`src/hw/eur_consts.svh`:
```
// offsets, field positions, reset values and codes of the receive data path
`ifndef EUR_CONSTS_SVH
`define EUR_CONSTS_SVH
`define EUR_OFS_DLOW  8'h00
`define EUR_OFS_DHIGH 8'h04
`define EUR_OFS_CSIZE 8'h08
`define EUR_OFS_STA   8'h0c
`define EUR_OFS_CTLB  8'h10
`define EUR_OFS_STC   8'h14
`define EUR_OFS_BAUD  8'h18
`define EUR_CSIZE_RST 8'h33
`define EUR_CTLB_RST  8'h00
`define EUR_BAUD_RST  16'h0000
`define EUR_CB_RECEIVE_ENABLE_BIT   0
`define EUR_CB_SYNC   1
`define EUR_CB_BIPH   2
`define EUR_CB_MSB    3
`define EUR_CB_PEN    4
`define EUR_CB_PODD   5
`define EUR_CB_STOP2  6
`define EUR_CB_TX9    7
`define EUR_SZ_9      4'h7
`define EUR_SZ_AUTO   4'he
`define EUR_SZ_17     4'hf
`define EUR_RSP_OK    2'b00
`define EUR_RSP_SLV   2'b10
`endif

```
`src/hw/eur_pkg.sv`:
```
// types and size decoding of the receive data path
`include "eur_consts.svh"
package eur_pkg;
  typedef enum logic [4:0] {
    ST_IDLE  = 5'h01,
    ST_START = 5'h02,
    ST_DATA  = 5'h04,
    ST_PAR   = 5'h08,
    ST_STOP  = 5'h10
  } eur_state_t;

  typedef struct packed {
    logic [16:0] data;
    logic        fe;
    logic        parity_error_flag;
    logic        biphase_frame_error;
    logic        lng;
    logic [1:0]  stp;
  } eur_char_t;

  // character size field to bit count, reserved codes give 8
  function automatic logic [4:0] eur_size(input logic [3:0] code);
    logic [4:0] n;
    n = 5'h08;
    if (code[3:2] == 2'b00) n = 5'h05 + {3'h0, code[1:0]};
    else if (code == `EUR_SZ_9) n = 5'h09;
    else if (code[3:2] == 2'b10) n = 5'h0d + {3'h0, code[1:0]};
    else if (code == `EUR_SZ_AUTO) n = 5'h10;
    else if (code == `EUR_SZ_17) n = 5'h11;
    return n;
  endfunction
endpackage

```
`src/hw/eur_rx.sv`:
```
// extended serial receive data path with register access over axi4-lite
//
// The AXI4-Lite interface to the registers and the register offsets were decided locally.
`timescale 1ns/1ps
`default_nettype none
`include "eur_consts.svh"
// Behaviour
// - enabled receiver takes over receive pin
// - synchronous mode samples on transfer clock
// - receive complete flag as standard port
// - level mode: frame, overrun, parity flags
// - biphase mode: overrun and biphase frame error
// - error flags held until low read
// - parity only for level encoded data
// - overrun when buffer full loses character
// - up to eight bits: low register only
// - ninth bit in extension bit zero
// - unused extension bits read as zero
// - low byte write starts transmission
// - seventeenth bit in ninth-bit position
// - transmit size field decoding
// - receive size decoding, automatic 16/17 in biphase mode only
// - biphase error: flag, complete, restart
// - valid 17th transition gives long frame
module eur_rx (
  // clock and reset
  input  wire logic        REF_CLK,
  input  wire logic        RSTN,
  // axi4-lite slave
  input  wire logic [7:0]  S_AXI_AWADDR,
  input  wire logic        S_AXI_AWVALID,
  output logic             S_AXI_AWREADY,
  input  wire logic [31:0] S_AXI_WDATA,
  input  wire logic [3:0]  S_AXI_WSTRB,
  input  wire logic        S_AXI_WVALID,
  output logic             S_AXI_WREADY,
  output logic [1:0]       S_AXI_BRESP,
  output logic             S_AXI_BVALID,
  input  wire logic        S_AXI_BREADY,
  input  wire logic [7:0]  S_AXI_ARADDR,
  input  wire logic        S_AXI_ARVALID,
  output logic             S_AXI_ARREADY,
  output logic [31:0]      S_AXI_RDATA,
  output logic [1:0]       S_AXI_RRESP,
  output logic             S_AXI_RVALID,
  input  wire logic        S_AXI_RREADY,
  // serial line
  input  wire logic        RXD,
  input  wire logic        TRANSFER_CLOCK_PIN,
  output logic             RXD_OVERRIDE,
  output logic             RX_COMPLETE,
  // transmit hand-off
  output logic             TX_START,
  output logic [16:0]      TX_DATA
);
  // ==========================================================
  // bus and register state
  logic              aw_v_q, aw_v_d, w_v_q, w_v_d, b_v_q, b_v_d, r_v_q, r_v_d;
  logic [7:0]        aw_a_q, aw_a_d;
  logic [7:0]        w_b0_q, w_b0_d, w_b1_q, w_b1_d;
  logic [1:0]        w_s_q, w_s_d, b_r_q, b_r_d, r_r_q, r_r_d;
  logic [31:0]       r_d_q, r_d_d;
  logic [7:0]        csize_q, csize_d, ctlb_q, ctlb_d, txlo_q, txlo_d, txhi_q, txhi_d;
  logic [15:0]       baud_q, baud_d;
  logic              txs_q, txs_d;
  logic [16:0]       txd_q, txd_d;
  logic              do_wr, rd_pop, mapped_w, mapped_r;
  logic [7:0]        rd_val;

  function automatic logic is_reg(input logic [7:0] a);
    return (a[1:0] == 2'b00) && (a <= `EUR_OFS_BAUD);
  endfunction

  // ==========================================================
  // receiver state
  eur_pkg::eur_state_t st_q, st_d;
  eur_pkg::eur_char_t  buf_q, buf_d, dc;
  logic [15:0]       cnt_q, cnt_d;
  logic [4:0]        bitn_q, bitn_d, n, idx;
  logic [16:0]       sh_q, sh_d;
  logic              rxd_q, xck_q, h1v_q, h1v_d, par_q, par_d, fe_q, fe_d, upe_q, upe_d;
  logic              lng_q, lng_d, stopn_q, stopn_d, rxc_q, rxc_d, dor_q, dor_d;
  logic [1:0]        stp_q, stp_d;
  logic              receive_enable_bit, sync, biph, autob, xck_rise, h1, h2, smp, done, biphase_frame_error;

  assign receive_enable_bit     = ctlb_q[`EUR_CB_RECEIVE_ENABLE_BIT];
  assign sync     = ctlb_q[`EUR_CB_SYNC];
  assign biph     = ctlb_q[`EUR_CB_BIPH];
  assign n        = eur_pkg::eur_size(csize_q[3:0]);
  assign autob    = biph && (csize_q[3:0] == `EUR_SZ_AUTO);
  assign xck_rise = TRANSFER_CLOCK_PIN && !xck_q;
  assign h1       = biph && (cnt_q == (baud_q >> 2));
  assign h2       = biph && (cnt_q == baud_q - (baud_q >> 2));
  assign smp      = biph ? h2 : (sync ? xck_rise : (cnt_q == (baud_q >> 1)));
  assign idx      = ctlb_q[`EUR_CB_MSB] ? 5'(n - 5'h01 - bitn_q) : bitn_q;

  // ==========================================================
  // bus slave
  always_comb begin
    aw_v_d = aw_v_q;
    aw_a_d = aw_a_q;
    w_v_d  = w_v_q;
    w_b0_d = w_b0_q;
    w_b1_d = w_b1_q;
    w_s_d  = w_s_q;
    b_v_d  = b_v_q && !S_AXI_BREADY;
    b_r_d  = b_r_q;
    r_v_d  = r_v_q && !S_AXI_RREADY;
    r_r_d  = r_r_q;
    r_d_d  = r_d_q;
    csize_d = csize_q;
    ctlb_d = ctlb_q;
    baud_d = baud_q;
    txlo_d = txlo_q;
    txhi_d = txhi_q;
    txs_d  = 1'b0;
    txd_d  = txd_q;
    if (S_AXI_AWVALID && S_AXI_AWREADY) begin
      aw_v_d = 1'b1;
      aw_a_d = S_AXI_AWADDR;
    end
    if (S_AXI_WVALID && S_AXI_WREADY) begin
      w_v_d  = 1'b1;
      w_b0_d = S_AXI_WDATA[7:0];
      w_b1_d = S_AXI_WDATA[15:8];
      w_s_d  = S_AXI_WSTRB[1:0];
    end
    do_wr    = aw_v_q && w_v_q && !b_v_q;
    mapped_w = is_reg(aw_a_q);
    if (do_wr) begin
      aw_v_d = 1'b0;
      w_v_d  = 1'b0;
      b_v_d  = 1'b1;
      b_r_d  = mapped_w ? `EUR_RSP_OK : `EUR_RSP_SLV;
      if (w_s_q[0]) begin
        unique case (aw_a_q)
          `EUR_OFS_DHIGH: txhi_d = w_b0_q;
          `EUR_OFS_CSIZE: csize_d = w_b0_q;
          `EUR_OFS_CTLB:  ctlb_d = w_b0_q;
          `EUR_OFS_BAUD:  baud_d[7:0] = w_b0_q;
          `EUR_OFS_DLOW: begin
            txlo_d = w_b0_q;
            txs_d  = 1'b1;
            txd_d  = {ctlb_q[`EUR_CB_TX9], txhi_q, w_b0_q}
                     & 17'((18'h00001 << eur_pkg::eur_size(csize_q[7:4])) - 18'h00001);
          end
          default: ;
        endcase
      end
      if (w_s_q[1] && aw_a_q == `EUR_OFS_BAUD) baud_d[15:8] = w_b1_q;
    end
    mapped_r = is_reg(S_AXI_ARADDR);
    rd_pop   = S_AXI_ARVALID && S_AXI_ARREADY && (S_AXI_ARADDR == `EUR_OFS_DLOW);
    unique case (S_AXI_ARADDR)
      `EUR_OFS_DLOW:  rd_val = buf_q.data[7:0];
      `EUR_OFS_DHIGH: rd_val = buf_q.data[15:8];
      `EUR_OFS_CSIZE: rd_val = csize_q;
      `EUR_OFS_CTLB:  rd_val = ctlb_q;
      `EUR_OFS_STA:   rd_val = {rxc_q, 2'b00, buf_q.fe, dor_q, buf_q.parity_error_flag, buf_q.data[16], 1'b0};
      `EUR_OFS_STC:   rd_val = {4'h0, buf_q.biphase_frame_error, buf_q.lng, buf_q.stp};
      `EUR_OFS_BAUD:  rd_val = baud_q[7:0];
      default:        rd_val = 8'h00;
    endcase
    if (S_AXI_ARVALID && S_AXI_ARREADY) begin
      r_v_d = 1'b1;
      r_r_d = mapped_r ? `EUR_RSP_OK : `EUR_RSP_SLV;
      r_d_d = (S_AXI_ARADDR == `EUR_OFS_BAUD) ? {16'h0000, baud_q} : {24'h000000, rd_val};
    end
  end

  always_ff @(posedge REF_CLK or negedge RSTN) begin
    if (!RSTN) begin
      {aw_v_q, w_v_q, b_v_q, r_v_q, txs_q} <= 5'h00;
      {aw_a_q, w_b0_q, w_b1_q, txlo_q, txhi_q} <= 40'h0000000000;
      {w_s_q, b_r_q, r_r_q} <= 6'h00;
      r_d_q   <= 32'h00000000;
      csize_q <= `EUR_CSIZE_RST;
      ctlb_q  <= `EUR_CTLB_RST;
      baud_q  <= `EUR_BAUD_RST;
      txd_q   <= 17'h00000;
    end else begin
      {aw_v_q, w_v_q, b_v_q, r_v_q, txs_q} <= {aw_v_d, w_v_d, b_v_d, r_v_d, txs_d};
      {aw_a_q, w_b0_q, w_b1_q, txlo_q, txhi_q} <= {aw_a_d, w_b0_d, w_b1_d, txlo_d, txhi_d};
      {w_s_q, b_r_q, r_r_q} <= {w_s_d, b_r_d, r_r_d};
      r_d_q   <= r_d_d;
      csize_q <= csize_d;
      ctlb_q  <= ctlb_d;
      baud_q  <= baud_d;
      txd_q   <= txd_d;
    end
  end

  assign S_AXI_AWREADY = !aw_v_q;
  assign S_AXI_WREADY  = !w_v_q;
  assign S_AXI_BVALID  = b_v_q;
  assign S_AXI_BRESP   = b_r_q;
  assign S_AXI_ARREADY = !r_v_q;
  assign S_AXI_RVALID  = r_v_q;
  assign S_AXI_RRESP   = r_r_q;
  assign S_AXI_RDATA   = r_d_q;
  assign RXD_OVERRIDE  = receive_enable_bit;
  assign RX_COMPLETE   = rxc_q;
  assign TX_START      = txs_q;
  assign TX_DATA       = txd_q;

  // ==========================================================
  // frame receiver
  always_comb begin
    st_d    = st_q;
    cnt_d   = (cnt_q >= 16'(baud_q - 16'h0001)) ? 16'h0000 : 16'(cnt_q + 16'h0001);
    bitn_d  = bitn_q;
    sh_d    = sh_q;
    h1v_d   = h1 ? RXD : h1v_q;
    par_d   = par_q;
    fe_d    = fe_q;
    upe_d   = upe_q;
    lng_d   = lng_q;
    stp_d   = stp_q;
    stopn_d = stopn_q;
    done    = 1'b0;
    biphase_frame_error     = 1'b0;
    unique case (st_q)
      eur_pkg::ST_IDLE: begin
        {cnt_d, bitn_d, sh_d} = 38'h0;
        {par_d, fe_d, upe_d, lng_d, stopn_d} = 5'h00;
        if (sync ? (xck_rise && !RXD) : (rxd_q && !RXD))
          st_d = sync ? eur_pkg::ST_DATA : eur_pkg::ST_START;
      end
      eur_pkg::ST_START: begin
        if (h1 && RXD) st_d = eur_pkg::ST_IDLE;
        else if (smp) st_d = (RXD == biph) ? eur_pkg::ST_DATA : eur_pkg::ST_IDLE;
      end
      eur_pkg::ST_DATA: if (smp) begin
        if (biph && h1v_q == RXD) begin
          done  = 1'b1;
          st_d  = eur_pkg::ST_IDLE;
          if (autob && bitn_q == 5'h10) stp_d = {stp_q[0], RXD};
          else biphase_frame_error = 1'b1;
        end else begin
          bitn_d = 5'(bitn_q + 5'h01);
          par_d  = par_q ^ RXD;
          if (autob && bitn_q == 5'h10) begin
            sh_d[16] = RXD;
            lng_d    = 1'b1;
            st_d     = eur_pkg::ST_STOP;
          end else begin
            sh_d[idx] = RXD;
            if (bitn_q == 5'(n - 5'h01) && !autob)
              st_d = (ctlb_q[`EUR_CB_PEN] && !biph) ? eur_pkg::ST_PAR : eur_pkg::ST_STOP;
          end
        end
      end
      eur_pkg::ST_PAR: if (smp) begin
        upe_d = par_q ^ RXD ^ ctlb_q[`EUR_CB_PODD];
        st_d  = eur_pkg::ST_STOP;
      end
      eur_pkg::ST_STOP: if (smp) begin
        if (biph) stp_d = {stp_q[0], RXD};
        else if (!stopn_q) fe_d = !RXD;
        if (biph && ctlb_q[`EUR_CB_STOP2] && !stopn_q) stopn_d = 1'b1;
        else begin
          done = 1'b1;
          st_d = eur_pkg::ST_IDLE;
        end
      end
    endcase
    if (!receive_enable_bit) begin
      st_d = eur_pkg::ST_IDLE;
      done = 1'b0;
    end
    dc = '{data: sh_d, fe: fe_d && !biph, parity_error_flag: upe_d && !biph, biphase_frame_error: biphase_frame_error, lng: lng_d, stp: stp_d};
    buf_d = buf_q;
    rxc_d = rxc_q;
    dor_d = dor_q;
    if (rd_pop) begin
      rxc_d = 1'b0;
      dor_d = 1'b0;
    end
    if (done) begin
      if (rxc_q && !rd_pop) dor_d = 1'b1;
      else begin
        buf_d = dc;
        rxc_d = 1'b1;
      end
    end
  end

  always_ff @(posedge REF_CLK or negedge RSTN) begin
    if (!RSTN) begin
      st_q <= eur_pkg::ST_IDLE;
      buf_q <= '0;
      {cnt_q, bitn_q, sh_q} <= 38'h0;
      {rxd_q, xck_q, h1v_q, par_q, fe_q, upe_q} <= 6'h20;
      {lng_q, stopn_q, rxc_q, dor_q, stp_q} <= 6'h00;
    end else begin
      st_q <= st_d;
      buf_q <= buf_d;
      {cnt_q, bitn_q, sh_q} <= {cnt_d, bitn_d, sh_d};
      {rxd_q, xck_q, h1v_q, par_q, fe_q, upe_q} <= {RXD, TRANSFER_CLOCK_PIN, h1v_d, par_d, fe_d, upe_d};
      {lng_q, stopn_q, rxc_q, dor_q, stp_q} <= {lng_d, stopn_d, rxc_d, dor_d, stp_d};
    end
  end
endmodule // eur_rx
`default_nettype wire

```
`config.mk`:
```
export PLATFORM = sky130hd
export DESIGN_NAME = eur_rx
export DESIGN_NICKNAME = d
export VERILOG_FILES = /design/src/hw/eur_pkg.sv /design/src/hw/eur_rx.sv
export VERILOG_INCLUDE_DIRS = /design/src /design/src/hw
export SDC_FILE = /design/constraint.sdc
export NUM_CORES = 1
export LEC_CHECK = 0
export BUFFER_PORTS_ARGS = -buffer_cell sky130_fd_sc_hd__clkbuf_2
export CAP_MARGIN = 15
export CORE_MARGIN = 10
export CORE_UTILIZATION = 50
export CTS_BUF_LIST = sky130_fd_sc_hd__clkbuf_8
export CTS_CLUSTER_SIZE = 25
export DETAILED_ROUTE_END_ITERATION = 10
export GPL_TIMING_DRIVEN = 0
export PLACE_DENSITY_LB_ADDON = 0.2
export SLEW_MARGIN = 10
export SYNTH_ARGS = -nofsm -noshare
export SYNTH_HDL_FRONTEND = slang
export SYNTH_SLANG_ARGS = --single-unit
```
`constraint.sdc`:
```
create_clock -name REF_CLK -period 3.34 [get_ports REF_CLK]
set_clock_uncertainty 0.15 [all_clocks]
set_input_delay 0.501 -clock REF_CLK [delete_from_list [all_inputs] [get_ports REF_CLK]]
set_output_delay 0.501 -clock REF_CLK [all_outputs]
set_load 0.05 [all_outputs]
```
==> impl_metrics.py <==
metrics = {
    "layout": {
        "syn_to_final_growth_pct": 23.4,
        "drive_gt1_frac": 0.331,
        "final_util": 0.631,
        "fin_nets": 1426,
    },
    "routing": {
        "drt_wl_total_um": 31500,
        "routedWlPerCell_um": 19.6,
        "drt_iter0_drc": 836,
        "remaining_drc_errors": 0,
        "drt-pass1-iter-count": 5,
        "viasPerCell": 5.80,
        "ant_nets": 0,
        "num_vias": 9353,
    },
    "sta": {
        "fin_crit_ns": 3.65,
        "max-slew-margin-rel": 0.351,
        "slew_viol_final": 0,
        "period_share": 1.09,
        "finalSetupViolations": 55,
        "finalSetupTns_ns": -11.52,
        "rsz0062_at_grt": "true",
        "max_freq_mhz": 274,
        "worst_slack_ns": -0.312,
        "hold_viol_final": 0,
        "max_slew.worst_pin.slew_ns": 0.965,
    },
    "critical_path": {
        "crit_path_top_delay_cell": "dfrtp_2",
        "path_class": "flip-flop to flip-flop",
        "r2r_end": "buf_q[8]$_DFFE_PN0P_",
        "start_kind": "flip-flop",
        "cpPeakStageDelay_ns": 0.49,
        "worstPathArrival_ns": 3.86,
        "reg2reg_depth": 14,
        "critPathCaptureType": "flip-flop",
        "rrSetupSlack_ns": -0.31,
        "path_max_fanout": 10,
        "timing.rr.start": "baud_q[5]$_DFFE_PN0P_",
        "path_cells": "inv_1 > ha_1 > xor2_1 > and3_1 > nor4_2 > and4b_1 > nand4_1 > nand4bb_4 > o21ai_4 > buf_4 > buf_6 > nand2_8 > buf_12 > mux2_2",
        "required_ns": 3.55,
    },
    "worst_hold_path": {
        "hp-start": "TRANSFER_CLOCK_PIN",
        "min_to": "xck_q$_DFF_PN0_",
        "hold_path_class": "input pin to flip-flop",
        "holdPathStages": 1,
    },
    "run_status": {
        "violations": "negative setup slack",
        "status": "finished, violations left",
    },
    "power_and_ir_drop": {
        "leakagePower_uw": 0.00646,
        "peakVddDrop_mv": 0.416,
        "powerDensity_nw_per_um2": 670,
    },
    "global_route": {
        "grt_pass1_vias": 9108,
        "globalRouteTotalUtil": 0.211,
        "grt_max_degree": 79,
        "overflow": 0,
        "antenna_found_initial": 0,
        "grt_pass1_wl_um": 49300,
    },
    "clocking": {
        "numCtsBuffers": 17,
        "htreeDepth": 4,
        "cts.reportedPaths.clkPinSlew_ns": 0.10,
        "clk_latency_ns": 0.48,
        "root_buffer": "clkbuf_8",
        "cts_buffer_depth": 2,
        "tritoncts": "done",
        "cts_sinks": 184,
    },
    "logic_synthesis": {
        "synth-async-reset-ratio": 1.00,
        "synth_area_leaders": "dfrtp_1, mux2_2, xnor2_1, ha_1, nand2_1",
        "yosysUniqueCellTypes": 75,
        "synth_edf_count": 0,
        "ys.flop_type": "dfrtp_1",
        "synth_commonest_cells": "dfrtp_1, nand2_1, mux2_2",
        "synth_area_um2": 11200,
        "synth-seq-cells": 184,
        "syn_area_per_cell_um2": 9.76,
        "yosysWarnings": 0,
        "yosysMostFrequentCell": "dfrtp_1",
        "netlist.top_cell.by_area": "dfrtp_1",
        "synth_top_area_share": 0.398,
        "ys_seq_area_frac": 0.412,
        "syn_inst": 1146,
    },
    "floorplanning": {
        "die_w_um": 170,
        "die_h_um": 170,
        "coreArea_um2": 21900,
        "start_util": 0.511,
        "die_area_um2": 28800,
        "ios": 122,
        "row_count": 54,
    },
    "flow_run": {
        "drv_cap": 0,
    },
    "place": {
        "numPortBuffers": 84,
        "gp_congestion": 0.919,
        "place_ws_ns": -0.792,
        "hpwl_um": 22500,
    },
}
worst max-delay path: cells and delay by family, from the launching register on:
kind | cells | cell delay [ns]
XOR/XNOR | 1 | 0.18
AND/OR/NAND/NOR | 6 | 1.28
multiplexers | 1 | 0.27
flip-flops | 1 | 0.49
adder cells (fa/ha/maj) | 1 | 0.39
AO/OA/AOI/OAI | 1 | 0.21
buffers and inverters | 4 | 0.56
cells in the final DEF (no fill, tap or decap), types with 33 or more instances in the layout:
| cell type | netlist | layout |
|---|---|---|
| o21ai_0 | 52 | 43 |
| dfrtp_1 | 178 | 174 |
| nand3_1 | 46 | 42 |
| nor2_1 | 50 | 44 |
| clkbuf_1 | 56 | 37 |
| clkbuf_2 | 0 | 85 |
| a21oi_1 | 46 | 33 |
| nand2_1 | 108 | 101 |
| xnor2_1 | 65 | 60 |
| inv_1 | 48 | 43 |
| buf_4 | 20 | 63 |
| mux2_2 | 98 | 93 |
cell type report:
cell class,instances,area [µm²]
Buffer,86,577
Clock buffer,18,248
Fill cell,1833,8080
Inverter,49,190
Tap cell,280,350
Timing Repair Buffer,139,955
Sequential cell,184,4620
Antenna cell,1,2.50
Multi-Input combinational cell,841,6710
Clock inverter,14,161
flip-flops by register name, indices dropped and copies added (netlist names), 2 cells and up:
signal       count
txhi_q           8
st_q             5
w_b1_q           8
ctlb_q           8
buf_q           23
cnt_q           16
TX_DATA         17
S_AXI_RDATA     16
bitn_q           5
stp_q            2
baud_q          16
aw_a_q           8
sh_q            17
w_s_q            2
csize_q          8
w_b0_q           8
timing repair:
action	4_1_cts	5_1_grt
buffers inserted	31	19
gates cloned	1	1
resized for setup	117	98
setup endpoints to repair	74	74
endpoints found under the hold margin	49	0
hold buffers	2	0
pin swaps	19	46
report_power, final:
part	total, µW	switching (µW)	internal, µW
combinational	4800	2600	2200
clock	1580	932	652
sequential	2870	337	2530
total	9260	3870	5390
per-layer routing:
layer | global-route usage | vias up | part of all wire
li1 | - | 4377 | -
met1 | 0.300 | 4633 | 0.47
met2 | 0.320 | 314 | 0.45
met3 | 0.0482 | 29 | 0.067
met4 | 0.0465 | 0 | 0.012
met5 | 0 | - | 0
logic make-up (layout without fill, tap and decap cells):
family          Yosys count  after routing  share of synthesized area
mux                     122            122                      0.123
compound gates          211            211                      0.127
xor+xnor                 84             84                     0.0658
other cells               2             21                   0.000671
buf+inv                 139            306                     0.0552
simple gates            357            357                      0.163
fa+ha+maj                47             47                     0.0539
flops                   184            184                      0.412
metrics by stage:
step                      cell area [µm²]  cells  hold WS, ns  total power, µW
final                               13800   1612       0.0238             9260
after CTS                           13300   1593      0.00975             8740
after detailed placement            12200   1530        0.314             6470
after global placement              12100   1528        0.301             6420
after floorplan                     11300   1164       0.0554             5550
after global routing                13800   1611       0.0107             9760
worst max path at each step:
stage	slack [ns]	start	cells after the start	to
floorplan	-0.008	csize_q[0]$_DFFE_PN1P_	18	sh_q[15]$_DFF_PN0_
global placement	-1.90	RSTN	1	TX_DATA[12]$_DFFE_PN0P_
detailed placement	-0.79	baud_q[13]$_DFFE_PN0P_	14	sh_q[16]$_DFF_PN0_
CTS	-0.19	baud_q[0]$_DFFE_PN0P_	15	sh_q[3]$_DFF_PN0_
global route	-0.41	baud_q[5]$_DFFE_PN0P_	13	sh_q[15]$_DFF_PN0_
finish	-0.31	baud_q[5]$_DFFE_PN0P_	14	buf_q[8]$_DFFE_PN0P_
(Power assumes the default switching activity.)
